==> src/hw/lrat_pkg.sv <==
// lrat_pkg: constants and carriers for the line relay auxiliary trip logic
// assumes a 10 MHz hclk and a 1 ms sample tick derived from it
package lrat_pkg;
    // timing
    localparam int CLK_NS         = 100;
    localparam int TICK_NS        = 1000000;
    localparam int TICK_CYC       = TICK_NS / CLK_NS;
    localparam int CW             = 16;
    localparam logic [15:0] LP_ARM_MS     = 16'h0096;  // 150 ms
    localparam logic [15:0] LP_FAST_MS    = 16'h0028;  // 40 ms
    localparam logic [15:0] LP_DLY_MS     = 16'h002d;  // 45 ms
    localparam logic [15:0] POLE_DROP_MS  = 16'h005a;  // 90 ms
    localparam logic [15:0] OSB_INIT_MS   = 16'h001e;  // 30 ms
    localparam logic [15:0] OSB_DROP_MS   = 16'h0032;  // 50 ms

    // register byte offsets
    localparam logic [7:0] CTRL_OFS   = 8'h00;
    localparam logic [7:0] RODSEC_OFS = 8'h04;
    localparam logic [7:0] OSBADP_OFS = 8'h08;
    localparam logic [7:0] STAT_OFS   = 8'h0c;

    // ctrl fields
    localparam int CTRL_BYP    = 0;
    localparam int CTRL_SEL    = 1;
    localparam int CTRL_ZEN    = 3;
    localparam int CTRL_SPB    = 7;
    localparam logic [7:0]  CTRL_RST   = 8'h78;
    localparam logic [15:0] RODSEC_RST = 16'h0014;
    localparam logic [7:0]  OSB_STEP_RST  = 8'h05;
    localparam logic [7:0]  OSB_FLOOR_RST = 8'h0a;

    typedef enum logic [1:0] {
        BLOCK_EVERYTHING          = 2'b00,
        BLOCK_DISTANCE_ONLY       = 2'b01,
        BLOCK_PHASE_DISTANCE_ONLY = 2'b10,
        BLOCK_NOTHING             = 2'b11
    } lrat_sel_e;

    typedef struct packed {
        logic       all_open;
        logic       volt_high;
        logic       i1_pickup;
        logic       z2_phase;
        logic       z2_ground;
        logic [2:0] pole_open;
        logic [2:0] z2g_phase;
        logic       fault_det;
        logic [2:0] charge;
        logic       bal3_fault;
        logic [2:0] swing_blocking_characteristic;
        logic [2:0] mt;
    } lrat_in_s;

    typedef struct packed {
        logic       lp_armed;
        logic       lp_trip;
        logic       backup_bypass;
        logic [2:0] sp_enable;
        logic [2:0] sp_trip;
        logic       rod_trip;
        logic       osb_block;
        logic       block_all;
        logic [3:0] block_gnd_zone;
        logic [3:0] block_ph_zone;
    } lrat_out_s;
endpackage

==> src/hw/lrat_top.sv <==
// lrat_top: line pickup, remote-open detector and out-of-step blocking
// assumes relay inputs are synchronous to hclk; settings over AHB-Lite
`timescale 1ns/1ps

module lrat_top #(
    parameter int TICK_CYC = lrat_pkg::TICK_CYC
) (
    // clock and reset
    input  wire logic                hclk,
    input  wire logic                hresetn,
    // ahb-lite slave
    input  wire logic                hsel,
    input  wire logic [31:0]         haddr,
    input  wire logic [1:0]          htrans,
    input  wire logic                hwrite,
    input  wire logic [2:0]          hsize,
    input  wire logic [31:0]         hwdata,
    input  wire logic                hready,
    output logic                     hreadyout,
    output logic [31:0]              hrdata,
    output logic                     hresp,
    // relay logic
    input  wire lrat_pkg::lrat_in_s  relay_in,
    output lrat_pkg::lrat_out_s      relay_out
);
    import lrat_pkg::*;

    localparam int TW = $clog2(TICK_CYC);

    function automatic logic [15:0] sat_inc(input logic [15:0] c);
        sat_inc = (c == 16'hffff) ? c : c + 16'h0001;
    endfunction

    function automatic logic [3:0] zone_blk(input logic out_of_step_block,
                                            input logic [1:0] sel,
                                            input logic [3:0] zen,
                                            input logic phase);
        logic pick;
        pick = (sel == BLOCK_DISTANCE_ONLY) ||
               (phase && sel == BLOCK_PHASE_DISTANCE_ONLY);
        if (!out_of_step_block)
            zone_blk = 4'h0;
        else if (sel == BLOCK_EVERYTHING)
            zone_blk = 4'hf;
        else
            zone_blk = pick ? zen : 4'h0;
    endfunction

    // bus state
    logic [7:0]  ctrl_r;
    logic [15:0] rod_sec_r;
    logic [7:0]  osb_step_r;
    logic [7:0]  osb_floor_r;
    logic        wr_pend_r;
    logic [7:0]  wr_addr_r;
    logic        hreadyout_r;
    logic [31:0] hrdata_r;

    // timers and flags
    logic [TW-1:0] div_r;
    logic          tick_r;
    logic [15:0]   arm_cnt_r;
    logic [15:0]   vh_cnt_r;
    logic [15:0]   dly_cnt_r;
    logic [15:0]   pdrop_cnt_r [3];
    logic [15:0]   sec_cnt_r;
    logic [15:0]   tl1_cnt_r;
    logic [15:0]   drop_cnt_r;
    logic [15:0]   pick_r;
    logic          armed_r;
    logic          lp_trip_r;
    logic          bypass_r;
    logic [2:0]    sp_en_r;
    logic [2:0]    sp_trip_r;
    logic          rod_latch_r;
    logic          rod_trip_r;
    logic          exp_seen_r;
    logic          osb_r;
    logic          blk_all_r;
    logic [3:0]    blk_gnd_r;
    logic [3:0]    blk_ph_r;

    // settings views
    logic       tmr_bypass;
    logic [1:0] blk_sel;
    logic [3:0] zone_en;
    logic       sp_build;
    assign tmr_bypass = ctrl_r[CTRL_BYP];
    assign blk_sel    = ctrl_r[CTRL_SEL +: 2];
    assign zone_en    = ctrl_r[CTRL_ZEN +: 4];
    assign sp_build   = ctrl_r[CTRL_SPB];

    // ---------------- ahb-lite slave ----------------
    logic       acc;
    logic [7:0] aofs;
    logic       aok;
    assign acc  = hsel && htrans[1] && hready;
    assign aofs = haddr[7:0];
    assign aok  = (haddr[31:8] == 24'h000000);

    always_ff @(posedge hclk or negedge hresetn) begin
        if (!hresetn) begin
            wr_pend_r <= 1'b0;
            wr_addr_r <= 8'h00;
        end else begin
            wr_pend_r <= acc && hwrite && aok;
            wr_addr_r <= aofs;
        end
    end

    always_ff @(posedge hclk or negedge hresetn) begin
        if (!hresetn) begin
            ctrl_r      <= CTRL_RST;
            rod_sec_r   <= RODSEC_RST;
            osb_step_r  <= OSB_STEP_RST;
            osb_floor_r <= OSB_FLOOR_RST;
        end else if (wr_pend_r) begin
            unique case (wr_addr_r)
                CTRL_OFS:   ctrl_r    <= hwdata[7:0];
                RODSEC_OFS: rod_sec_r <= hwdata[15:0];
                OSBADP_OFS: begin
                    osb_step_r  <= hwdata[7:0];
                    osb_floor_r <= hwdata[15:8];
                end
                default: ;
            endcase
        end
    end

    logic [31:0] rd_val;
    always_comb begin
        rd_val = 32'h00000000;
        unique case (aofs)
            CTRL_OFS:   rd_val = {24'h000000, ctrl_r};
            RODSEC_OFS: rd_val = {16'h0000, rod_sec_r};
            OSBADP_OFS: rd_val = {16'h0000, osb_floor_r, osb_step_r};
            STAT_OFS:   rd_val = {8'h00, pick_r[7:0], 8'h00, 1'b0, sp_en_r,
                                  osb_r, rod_latch_r, lp_trip_r, armed_r};
            default:    rd_val = 32'h00000000;
        endcase
    end

    always_ff @(posedge hclk or negedge hresetn) begin
        if (!hresetn) begin
            hrdata_r    <= 32'h00000000;
            hreadyout_r <= 1'b0;
        end else begin
            hreadyout_r <= 1'b1;
            if (acc && !hwrite)
                hrdata_r <= aok ? rd_val : 32'h00000000;
        end
    end

    assign hreadyout = hreadyout_r;
    assign hrdata    = hrdata_r;
    assign hresp     = 1'b0;

    // ---------------- 1 ms tick ----------------
    always_ff @(posedge hclk or negedge hresetn) begin
        if (!hresetn) begin
            div_r  <= '0;
            tick_r <= 1'b0;
        end else if (div_r == TW'(TICK_CYC - 1)) begin
            div_r  <= '0;
            tick_r <= 1'b1;
        end else begin
            div_r  <= div_r + TW'(1);
            tick_r <= 1'b0;
        end
    end

    // ---------------- line pickup ----------------
    logic fast_rst;
    logic lp_fault;
    logic z2_any;
    assign fast_rst = (vh_cnt_r == LP_FAST_MS);
    assign lp_fault = armed_r && relay_in.i1_pickup;
    assign z2_any   = relay_in.z2_phase || relay_in.z2_ground;

    always_ff @(posedge hclk or negedge hresetn) begin
        if (!hresetn)
            arm_cnt_r <= 16'h0000;
        else if (!relay_in.all_open)
            arm_cnt_r <= 16'h0000;
        else if (tick_r && arm_cnt_r < LP_ARM_MS)
            arm_cnt_r <= sat_inc(arm_cnt_r);
    end

    always_ff @(posedge hclk or negedge hresetn) begin
        if (!hresetn)
            vh_cnt_r <= 16'h0000;
        else if (!relay_in.volt_high || !armed_r)
            vh_cnt_r <= 16'h0000;
        else if (tick_r && vh_cnt_r < LP_FAST_MS)
            vh_cnt_r <= sat_inc(vh_cnt_r);
    end

    always_ff @(posedge hclk or negedge hresetn) begin
        if (!hresetn)
            armed_r <= 1'b0;
        else if (fast_rst)
            armed_r <= 1'b0;
        else if (arm_cnt_r == LP_ARM_MS)
            armed_r <= 1'b1;
    end

    always_ff @(posedge hclk or negedge hresetn) begin
        if (!hresetn)
            dly_cnt_r <= 16'h0000;
        else if (!lp_fault)
            dly_cnt_r <= 16'h0000;
        else if (tick_r && dly_cnt_r < LP_DLY_MS)
            dly_cnt_r <= sat_inc(dly_cnt_r);
    end

    always_ff @(posedge hclk or negedge hresetn) begin
        if (!hresetn) begin
            lp_trip_r <= 1'b0;
            bypass_r  <= 1'b0;
        end else begin
            // zone 2 path ignores the current detector
            lp_trip_r <= (armed_r && z2_any) ||
                         (lp_fault && (tmr_bypass ||
                                       dly_cnt_r == LP_DLY_MS));
            bypass_r  <= armed_r;
        end
    end

    // ---------------- single pole pickup ----------------
    genvar gi;
    generate
        for (gi = 0; gi < 3; gi++) begin : g_pole
            always_ff @(posedge hclk or negedge hresetn) begin
                if (!hresetn)
                    pdrop_cnt_r[gi] <= POLE_DROP_MS;
                else if (relay_in.pole_open[gi])
                    pdrop_cnt_r[gi] <= 16'h0000;
                else if (tick_r && pdrop_cnt_r[gi] < POLE_DROP_MS)
                    pdrop_cnt_r[gi] <= sat_inc(pdrop_cnt_r[gi]);
            end

            logic en;
            assign en = relay_in.pole_open[gi] ||
                        pdrop_cnt_r[gi] < POLE_DROP_MS;

            always_ff @(posedge hclk or negedge hresetn) begin
                if (!hresetn) begin
                    sp_en_r[gi]   <= 1'b0;
                    sp_trip_r[gi] <= 1'b0;
                end else begin
                    sp_en_r[gi]   <= sp_build && en;
                    sp_trip_r[gi] <= sp_build && en &&
                                     relay_in.z2g_phase[gi];
                end
            end
        end
    endgenerate

    // ---------------- remote-open detector ----------------
    logic chg_any;
    logic rod_cond;
    assign chg_any  = |relay_in.charge;
    assign rod_cond = !rod_latch_r && relay_in.fault_det && chg_any &&
                      !relay_in.bal3_fault;

    always_ff @(posedge hclk or negedge hresetn) begin
        if (!hresetn)
            rod_latch_r <= 1'b0;
        else if (!chg_any)
            rod_latch_r <= 1'b0;
        else if (!relay_in.fault_det)
            rod_latch_r <= 1'b1;
    end

    always_ff @(posedge hclk or negedge hresetn) begin
        if (!hresetn)
            sec_cnt_r <= 16'h0000;
        else if (!rod_cond)
            sec_cnt_r <= 16'h0000;
        else if (tick_r && sec_cnt_r < rod_sec_r)
            sec_cnt_r <= sat_inc(sec_cnt_r);
    end

    always_ff @(posedge hclk or negedge hresetn) begin
        if (!hresetn)
            rod_trip_r <= 1'b0;
        else
            rod_trip_r <= rod_cond && sec_cnt_r >= rod_sec_r;
    end

    // ---------------- out-of-step blocking ----------------
    logic [2:0]  pair;
    logic        osb_en;
    logic        mob_any;
    logic        expire;
    logic        osb_clr;
    logic [15:0] floor16;
    logic [15:0] step16;
    assign pair    = relay_in.swing_blocking_characteristic & ~relay_in.mt &
                     {3{~|relay_in.pole_open}};
    assign osb_en  = |pair;
    assign mob_any = |relay_in.swing_blocking_characteristic;
    assign expire  = osb_en && !exp_seen_r && tl1_cnt_r >= pick_r;
    assign osb_clr = osb_r && !mob_any && drop_cnt_r == OSB_DROP_MS;
    assign floor16 = {8'h00, osb_floor_r};
    assign step16  = {8'h00, osb_step_r};

    always_ff @(posedge hclk or negedge hresetn) begin
        if (!hresetn)
            tl1_cnt_r <= 16'h0000;
        else if (!osb_en)
            tl1_cnt_r <= 16'h0000;
        else if (tick_r && tl1_cnt_r < pick_r)
            tl1_cnt_r <= sat_inc(tl1_cnt_r);
    end

    always_ff @(posedge hclk or negedge hresetn) begin
        if (!hresetn)
            exp_seen_r <= 1'b0;
        else if (!osb_en)
            exp_seen_r <= 1'b0;
        else if (expire)
            exp_seen_r <= 1'b1;
    end

    // one slip cycle per timer energisation
    always_ff @(posedge hclk or negedge hresetn) begin
        if (!hresetn)
            pick_r <= OSB_INIT_MS;
        else if (osb_clr)
            pick_r <= OSB_INIT_MS;
        else if (expire)
            pick_r <= (pick_r <= floor16 + step16) ? floor16 :
                      pick_r - step16;
    end

    always_ff @(posedge hclk or negedge hresetn) begin
        if (!hresetn)
            drop_cnt_r <= 16'h0000;
        else if (mob_any || !osb_r)
            drop_cnt_r <= 16'h0000;
        else if (tick_r && drop_cnt_r < OSB_DROP_MS)
            drop_cnt_r <= sat_inc(drop_cnt_r);
    end

    always_ff @(posedge hclk or negedge hresetn) begin
        if (!hresetn)
            osb_r <= 1'b0;
        else if (expire)
            osb_r <= 1'b1;
        else if (osb_clr)
            osb_r <= 1'b0;
    end

    always_ff @(posedge hclk or negedge hresetn) begin
        if (!hresetn) begin
            blk_all_r <= 1'b0;
            blk_gnd_r <= 4'h0;
            blk_ph_r  <= 4'h0;
        end else begin
            blk_all_r <= osb_r && blk_sel == BLOCK_EVERYTHING;
            blk_gnd_r <= zone_blk(osb_r, blk_sel, zone_en, 1'b0);
            blk_ph_r  <= zone_blk(osb_r, blk_sel, zone_en, 1'b1);
        end
    end

    // ---------------- outputs ----------------
    assign relay_out.lp_armed       = armed_r;
    assign relay_out.lp_trip        = lp_trip_r;
    assign relay_out.backup_bypass  = bypass_r;
    assign relay_out.sp_enable      = sp_en_r;
    assign relay_out.sp_trip        = sp_trip_r;
    assign relay_out.rod_trip       = rod_trip_r;
    assign relay_out.osb_block      = osb_r;
    assign relay_out.block_all      = blk_all_r;
    assign relay_out.block_gnd_zone = blk_gnd_r;
    assign relay_out.block_ph_zone  = blk_ph_r;
endmodule

==> config.mk <==
export PLATFORM = sky130hd
export DESIGN_NAME = lrat_top
export DESIGN_NICKNAME = d
export VERILOG_FILES = /design/src/hw/lrat_pkg.sv /design/src/hw/lrat_top.sv
export SDC_FILE = /design/constraint.sdc
export NUM_CORES = 1
export LEC_CHECK = 0
export BUFFER_PORTS_ARGS = -buffer_cell sky130_fd_sc_hd__buf_4
export CAP_MARGIN = 15
export CORE_UTILIZATION = 50
export CTS_CLUSTER_SIZE = 14
export DETAILED_ROUTE_END_ITERATION = 8
export GPL_TIMING_DRIVEN = 0
export PLACE_DENSITY = 0.72
export SYNTH_ARGS = -nofsm -noshare
export SYNTH_HDL_FRONTEND = slang
export SYNTH_SLANG_ARGS = --single-unit
==> constraint.sdc <==
create_clock -name hclk -period 3.1 [get_ports hclk]
set_clock_uncertainty 0.15 [all_clocks]
set_input_delay 0.775 -clock hclk [delete_from_list [all_inputs] [get_ports hclk]]
set_output_delay 0.775 -clock hclk [all_outputs]
set_load 0.01 [all_outputs]
== Word level (Yosys, flattened, before mapping) ==
Index checks and enable logic that the tools add are counted.

* $add $sub $neg: 12
* Order comparisons: 12
* Eq/ne operators: 36
* Multiplexer cells: 48
* Bitwise gates (word level): 3
* Reduce and logical (&&, ||, !) cells: 77

{| class="wikitable"
|+ Operators by type and width
! operator !! count
|-
| $mux 16 || 30
|-
| $add 16x1->16 const B || 9
|-
| $eq 16x16->1 const B || 9
|-
| $pmux 24 s4 || 1
|-
| $eq 16x6->1 const B || 3
|-
| $lt 16x6->1 const B || 3
|-
| $lt 16x7->1 const B || 3
|-
| $ge 16x16->1 || 2
|-
| $logic_and 1x1->1 || 32
|-
| $lt 16x16->1 || 2
|-
| $mux 32 || 1
|-
| $eq 8x4->1 const B || 3
|-
| $logic_not 24->1 || 1
|-
| $mux 4 || 6
|-
| $reduce_and 2->1 || 12
|-
| $ne 2x2->1 const B || 10
|-
| $eq 16x8->1 const B || 1
|-
| $eq 8x3->1 const B || 2
|-
| $le 16x9->1 || 1
|-
| $logic_not 8->1 || 2
|-
| $lt 16x8->1 const B || 1
|-
| $sub 16x8->16 || 1
|-
| $add 14x1->14 const B || 1
|-
| $eq 14x14->1 const B || 1
|-
| other kinds (13) || 51
|}

* Flip-flop bits (word level): 279
* Output and inout port bits: 54
* Word-level logic and storage cells: 224

== Depth between registers and ports, before layout ==
* Word-level depth: 8
* Depth in mapped cells: 18
* Mapped depth without buffers: 16

== Worst setup path after synthesis ==
No wires, ideal clock.

* Path kind: reg-to-reg
* Start point: register osb_step_r[0]
* End point: register pick_r[0]
* Setup time: 120 ps
* Arrival: 3,180 ps
* Data required time: 2,830 ps
* Slack: -350 ps
* Cell stages (with the launch flop): 19
* Buffers on the path: 2
* Period minus slack after synthesis: 3,450 ps
* Cell sequence: dfstp_2 ha_1 inv_1 fa_1 inv_1 a21oi_1 o21bai_1 a21o_1 a21o_1 xnor2_1 ha_1 nand4_1 nor2_1 a21o_1 a2bb2oi_1 buf_2 buf_2 nand2_1 a31o_2

* Cells in the longest elaborated chain, start to end: 5
* Elaborated cells on any way between the ends: 6

{| class="wikitable"
|+ RTL lines
! element !! RTL line !! RTL
|-
| from (decl) || lrat_top.sv:52 || <nowiki>logic [7:0] osb_step_r;</nowiki>
|-
| from (signal assigned) || lrat_top.sv:122 || <nowiki>osb_step_r <= hwdata[7:0];</nowiki>
|-
| $add 8x8->9 || lrat_top.sv:333 || <nowiki>pick_r <= (pick_r <= floor16 + step16) ? floor16 :</nowiki>
|-
| $le 16x9->1 || lrat_top.sv:333 ||
|-
| $mux 16 * || lrat_top.sv:333 ||
|-
| $mux 16 * || lrat_top.sv:332 || <nowiki>else if (expire)</nowiki>
|-
| $mux 16 * || lrat_top.sv:330 || <nowiki>else if (osb_clr)</nowiki>
|-
| to (signal assigned) || lrat_top.sv:333 ||
|-
| to (decl) || lrat_top.sv:69 || <nowiki>logic [15:0] pick_r;</nowiki>
|}

Mark *: on every way between the ends. The rest lies on a longest branch, timed or not. The select of a mux whose other input is x is not followed.
A chain may end at the register's enable or synchronous reset.

== Worst setup path after layout ==
* Start point: register osb_floor_r[1]
* End point: register pick_r[5]

* Cells in the longest elaborated chain, start to end: 5

{| class="wikitable"
|+ RTL lines
! element !! RTL line !! RTL
|-
| from (decl) || lrat_top.sv:53 || <nowiki>logic [7:0] osb_floor_r;</nowiki>
|-
| from (signal assigned) || lrat_top.sv:123 || <nowiki>osb_floor_r <= hwdata[15:8];</nowiki>
|-
| $add 8x8->9 || lrat_top.sv:333 ||
|-
| $le 16x9->1 || lrat_top.sv:333 ||
|-
| $mux 16 || lrat_top.sv:333 ||
|-
| $mux 16 || lrat_top.sv:332 ||
|-
| $mux 16 || lrat_top.sv:330 ||
|}

Every way passes these cells. The select of a mux whose other input is x is not followed.

==> results_dict.tcl <==
set metrics [dict create \
    dr_total_vias 10591 \
    critPathArrivalTime_ns 3.84 \
    max_stage_delay_ns 0.58 \
    fmax_mhz 281 \
    port_buffers 118 \
    synth_top_area_cell "dfrtp_1" \
    required_ns 3.38 \
    crit_buf_inv 2 \
    grt_max_degree 105 \
    status "finished with violations" \
    layout_setup_ws_ns -0.457 \
    antenna_found_initial 1 \
    worst_pin_slew_ns 1.03 \
    coreArea_um2 27000 \
    synth_top_area_share_pct 44.5 \
    area_growth_pct 19.2 \
    die_h_um 168 \
    rsz0062_at_grt "yes" \
    wirelength_mm 32.1 \
    clk_pin_slew_worst_paths_ns 0.06 \
    critPathTopFamily "compound AO/OA/AOI/OAI gates" \
    cts_buffer_depth 3 \
    dr.pass1.iters 5 \
    drt_iter0_drc 717 \
    holdCritPathClass "input pin to asynchronous set/reset pin" \
    yosys_warnings 0 \
    clkLatencyLatePin_ns 0.56 \
    placementRows 60 \
    synth.cell_area_um2 13800 \
    ir_worst_vdd_mv 0.386 \
    synthCells 1301 \
    ys_async_sr_fraction_pct 100 \
    power_frac_seq_pct 46.8 \
    violations "setup timing" \
    synth_ff_type "dfrtp_1" \
    ys_seq_elements 271 \
    finalNetCount 1646 \
    grt_pass1_wl_mm 52.6 \
    place_ws_ns -0.483 \
    pin_count 150 \
    finalHoldViolCount 0 \
    p_sw_share_pct 22.8 \
    final.period_utilization_pct 115 \
    critPathSlowestCell "dfstp_2" \
    die_w_um 168 \
    routabilityCongestion 0.881 \
    cts_tree "built" \
    grt_pass1_vias 10385 \
    grt_overflow_total 0 \
    cts_hold_buf 0 \
    intPower_mw 5.97 \
    cp_cell_sequence "ha_4 > a21o_1 > a21oi_2 > nor2_1 > o21a_1 > o41a_1 > xnor2_1 > ha_1 > nand4_1 > nor2_2 > a21o_1 > a2bb2oi_4 > buf_6 > buf_8 > mux2i_1 > mux2i_1" \
    via_per_inst 5.75 \
    htreeDepth 1 \
    finalSetupViolCount 16 \
    worstSetupPathType "flop to flop" \
    cap_violations 0 \
    drc 0 \
    synth_edf_count 0 \
    yosys.cell_types.count 70 \
    ys_seq_area_share_pct 49.5 \
    root_buffer "clkbuf_16" \
    power_leakage_nw 7.65 \
    ant_nets 0 \
    slew_viol_final 0 \
    p_switching_mw 1.76 \
    endpoint_kind "flop" \
    cts_inserted_buffers 31 \
    drive_above_1_share_pct 20.5 \
    cp_max_fo 6 \
    synth_area_per_cell_um2 10.6 \
    power.density_nw_per_um2 472 \
    start_util_pct 51.1 \
    dieArea_um2 28200 \
    grt_usage_pct 23.1 \
    slew_headroom_pct 31.1 \
    wire_per_inst_um 17.4 \
    cts_sinks 271 \
    synthTopCellsByArea "dfrtp_1 45%, ha_1 6.7%, dfstp_2 5.0%" \
    cp-start-kind "flop" \
    fin_crit_ns 3.56 \
    clkPwrFrac_pct 46.9 \
    dp_hpwl_mm 23.0 \
    total_power_mw 7.74 \
    pwr-share-comb_pct 6.3 \
]
## cells by family after synthesis
family                     count (synthesis)  share of synthesized area, %
AOI/OAI and AO/OA                        240                          11.9
xor gates and xnor gates                  53                          3.37
adders and majority gates                 76                          7.02
buffers and inverters                    126                          3.95
DFF                                      271                          49.5
muxes                                     63                          5.57
other                                      2                        0.0546
and+or+nand+nor                          470                          18.6
## metal layers
| layer | track usage (%) | up-vias | share of wire [%] |
|---|---|---|---|
| li1 | - | 5034 | - |
| met1 | 31.8 | 5220 | 45 |
| met2 | 38.3 | 283 | 47 |
| met3 | 3.60 | 54 | 5.7 |
| met4 | 5.98 | 0 | 2.2 |
| met5 | 0 | - | 0 |
## synth_stat cells, types with 28 or more instances
cell        n
nand2_1    75
nand4_1    35
ha_1       74
xor2_1     29
a21oi_1    78
nand3_1    34
clkbuf_1   38
o21ai_0    35
and3_1     37
and2_1     35
dfrtp_1   245
inv_1      63
mux2_2     39
or4_1      28
nor2b_1    46
nor2_1     94
## worst reg2reg max path, stage by stage (launching register included)
cell and delay (ns):
dfstp_2 0.58, ha_4 0.21, a21o_1 0.16, a21oi_2 0.14
nor2_1 0.06, o21a_1 0.18, o41a_1 0.33, xnor2_1 0.19
ha_1 0.28, nand4_1 0.15, nor2_2 0.06, a21o_1 0.18
a2bb2oi_4 0.20, buf_6 0.17, buf_8 0.13, mux2i_1 0.19
mux2i_1 0.09
## cells in the final DEF (no fill, tap or decap), types with 24 or more instances in the layout
master / count
nor2_1: 93
inv_1: 62
mux2_2: 39
ha_1: 72
o21ai_0: 32
clkbuf_1: 49
xnor2_1: 24
nand4_1: 35
or4_1: 28
nand2_1: 75
xor2_1: 29
clkbuf_16: 32
and3_1: 37
dfstp_2: 26
nand3_1: 33
nor2b_1: 46
dfrtp_1: 244
and2_1: 35
buf_4: 141
a21oi_1: 72
## final timing paths
path | startpoint | endpoint | slack (ns) | cells after the start
max in group asynchronous | hresetn | pdrop_cnt_r[17] | 1.85 | 2
setup reg to reg | osb_floor_r[1] | pick_r[5] | -0.46 | 16
min in group hclk | haddr[5] | wr_addr_r[5] | 0.19 | 1
hold / removal | hresetn | pick_r[13] | 0.03 | 1
setup / recovery | osb_floor_r[1] | pick_r[5] | -0.46 | 16
hold reg to reg | hrdata[7] | hrdata[7] | 0.33 | 2
## what timing repair did
action                                  4_1_cts  5_1_grt
endpoints found under the setup margin       16       26
cloned                                        1        1
pin swaps                                     5        9
buffers inserted                              5        4
resized for setup                             5       10
## flip-flops by register name (all words and copies together), names as in the netlist, 4 cells and up
register,flops
arm_cnt_r,16
blk_gnd_r,4
blk_ph_r,4
ctrl_r,8
div_r,14
dly_cnt_r,16
drop_cnt_r,16
hrdata,24
osb_floor_r,8
osb_step_r,8
pdrop_cnt_r,48
pick_r,16
relay_out,6
rod_sec_r,16
sec_cnt_r,16
tl1_cnt_r,16
vh_cnt_r,16
wr_addr_r,8
## power by group through the flow
stage,registers [mW],clock network (mW),logic (mW)
floorplan,3.66,0,0.247
global placement,3.68,0,0.448
CTS,3.62,3.70,0.483
detailed placement,3.68,0,0.472
global route,3.62,3.85,0.546
finish,3.62,3.63,0.487
## final cells by class
| class | instances | area (um2) |
|---|---|---|
| fill | 2237 | 10500 |
| antenna | 1 | 2.50 |
| buffer | 63 | 329 |
| clock inverter | 13 | 156 |
| multi-input combinational | 912 | 6520 |
| tap | 341 | 427 |
| clock buffer | 45 | 858 |
| inverter | 63 | 236 |
| timing repair buffer | 132 | 1060 |
| sequential | 271 | 6820 |
## through the flow
step / hold WS [ns] / instance area, um2 / setup TNS [ns] / cells / util [%]
2_1_floorplan: 0.289 / 13900 / -0.829 / 1309 / -
3_3_place_gp: 0.320 / 15200 / -289.62 / 1768 / 56.3
3_5_place_dp: 0.323 / 15200 / -5.88 / 1770 / 56.5
4_1_cts: 0.0436 / 16300 / -5.67 / 1834 / 60.5
5_1_grt: 0.0603 / 16400 / -9.21 / 1840 / 60.9
6_report: 0.0257 / 16400 / -6.14 / 1841 / 60.9
Note: power is estimated with default switching activity, not from simulation.
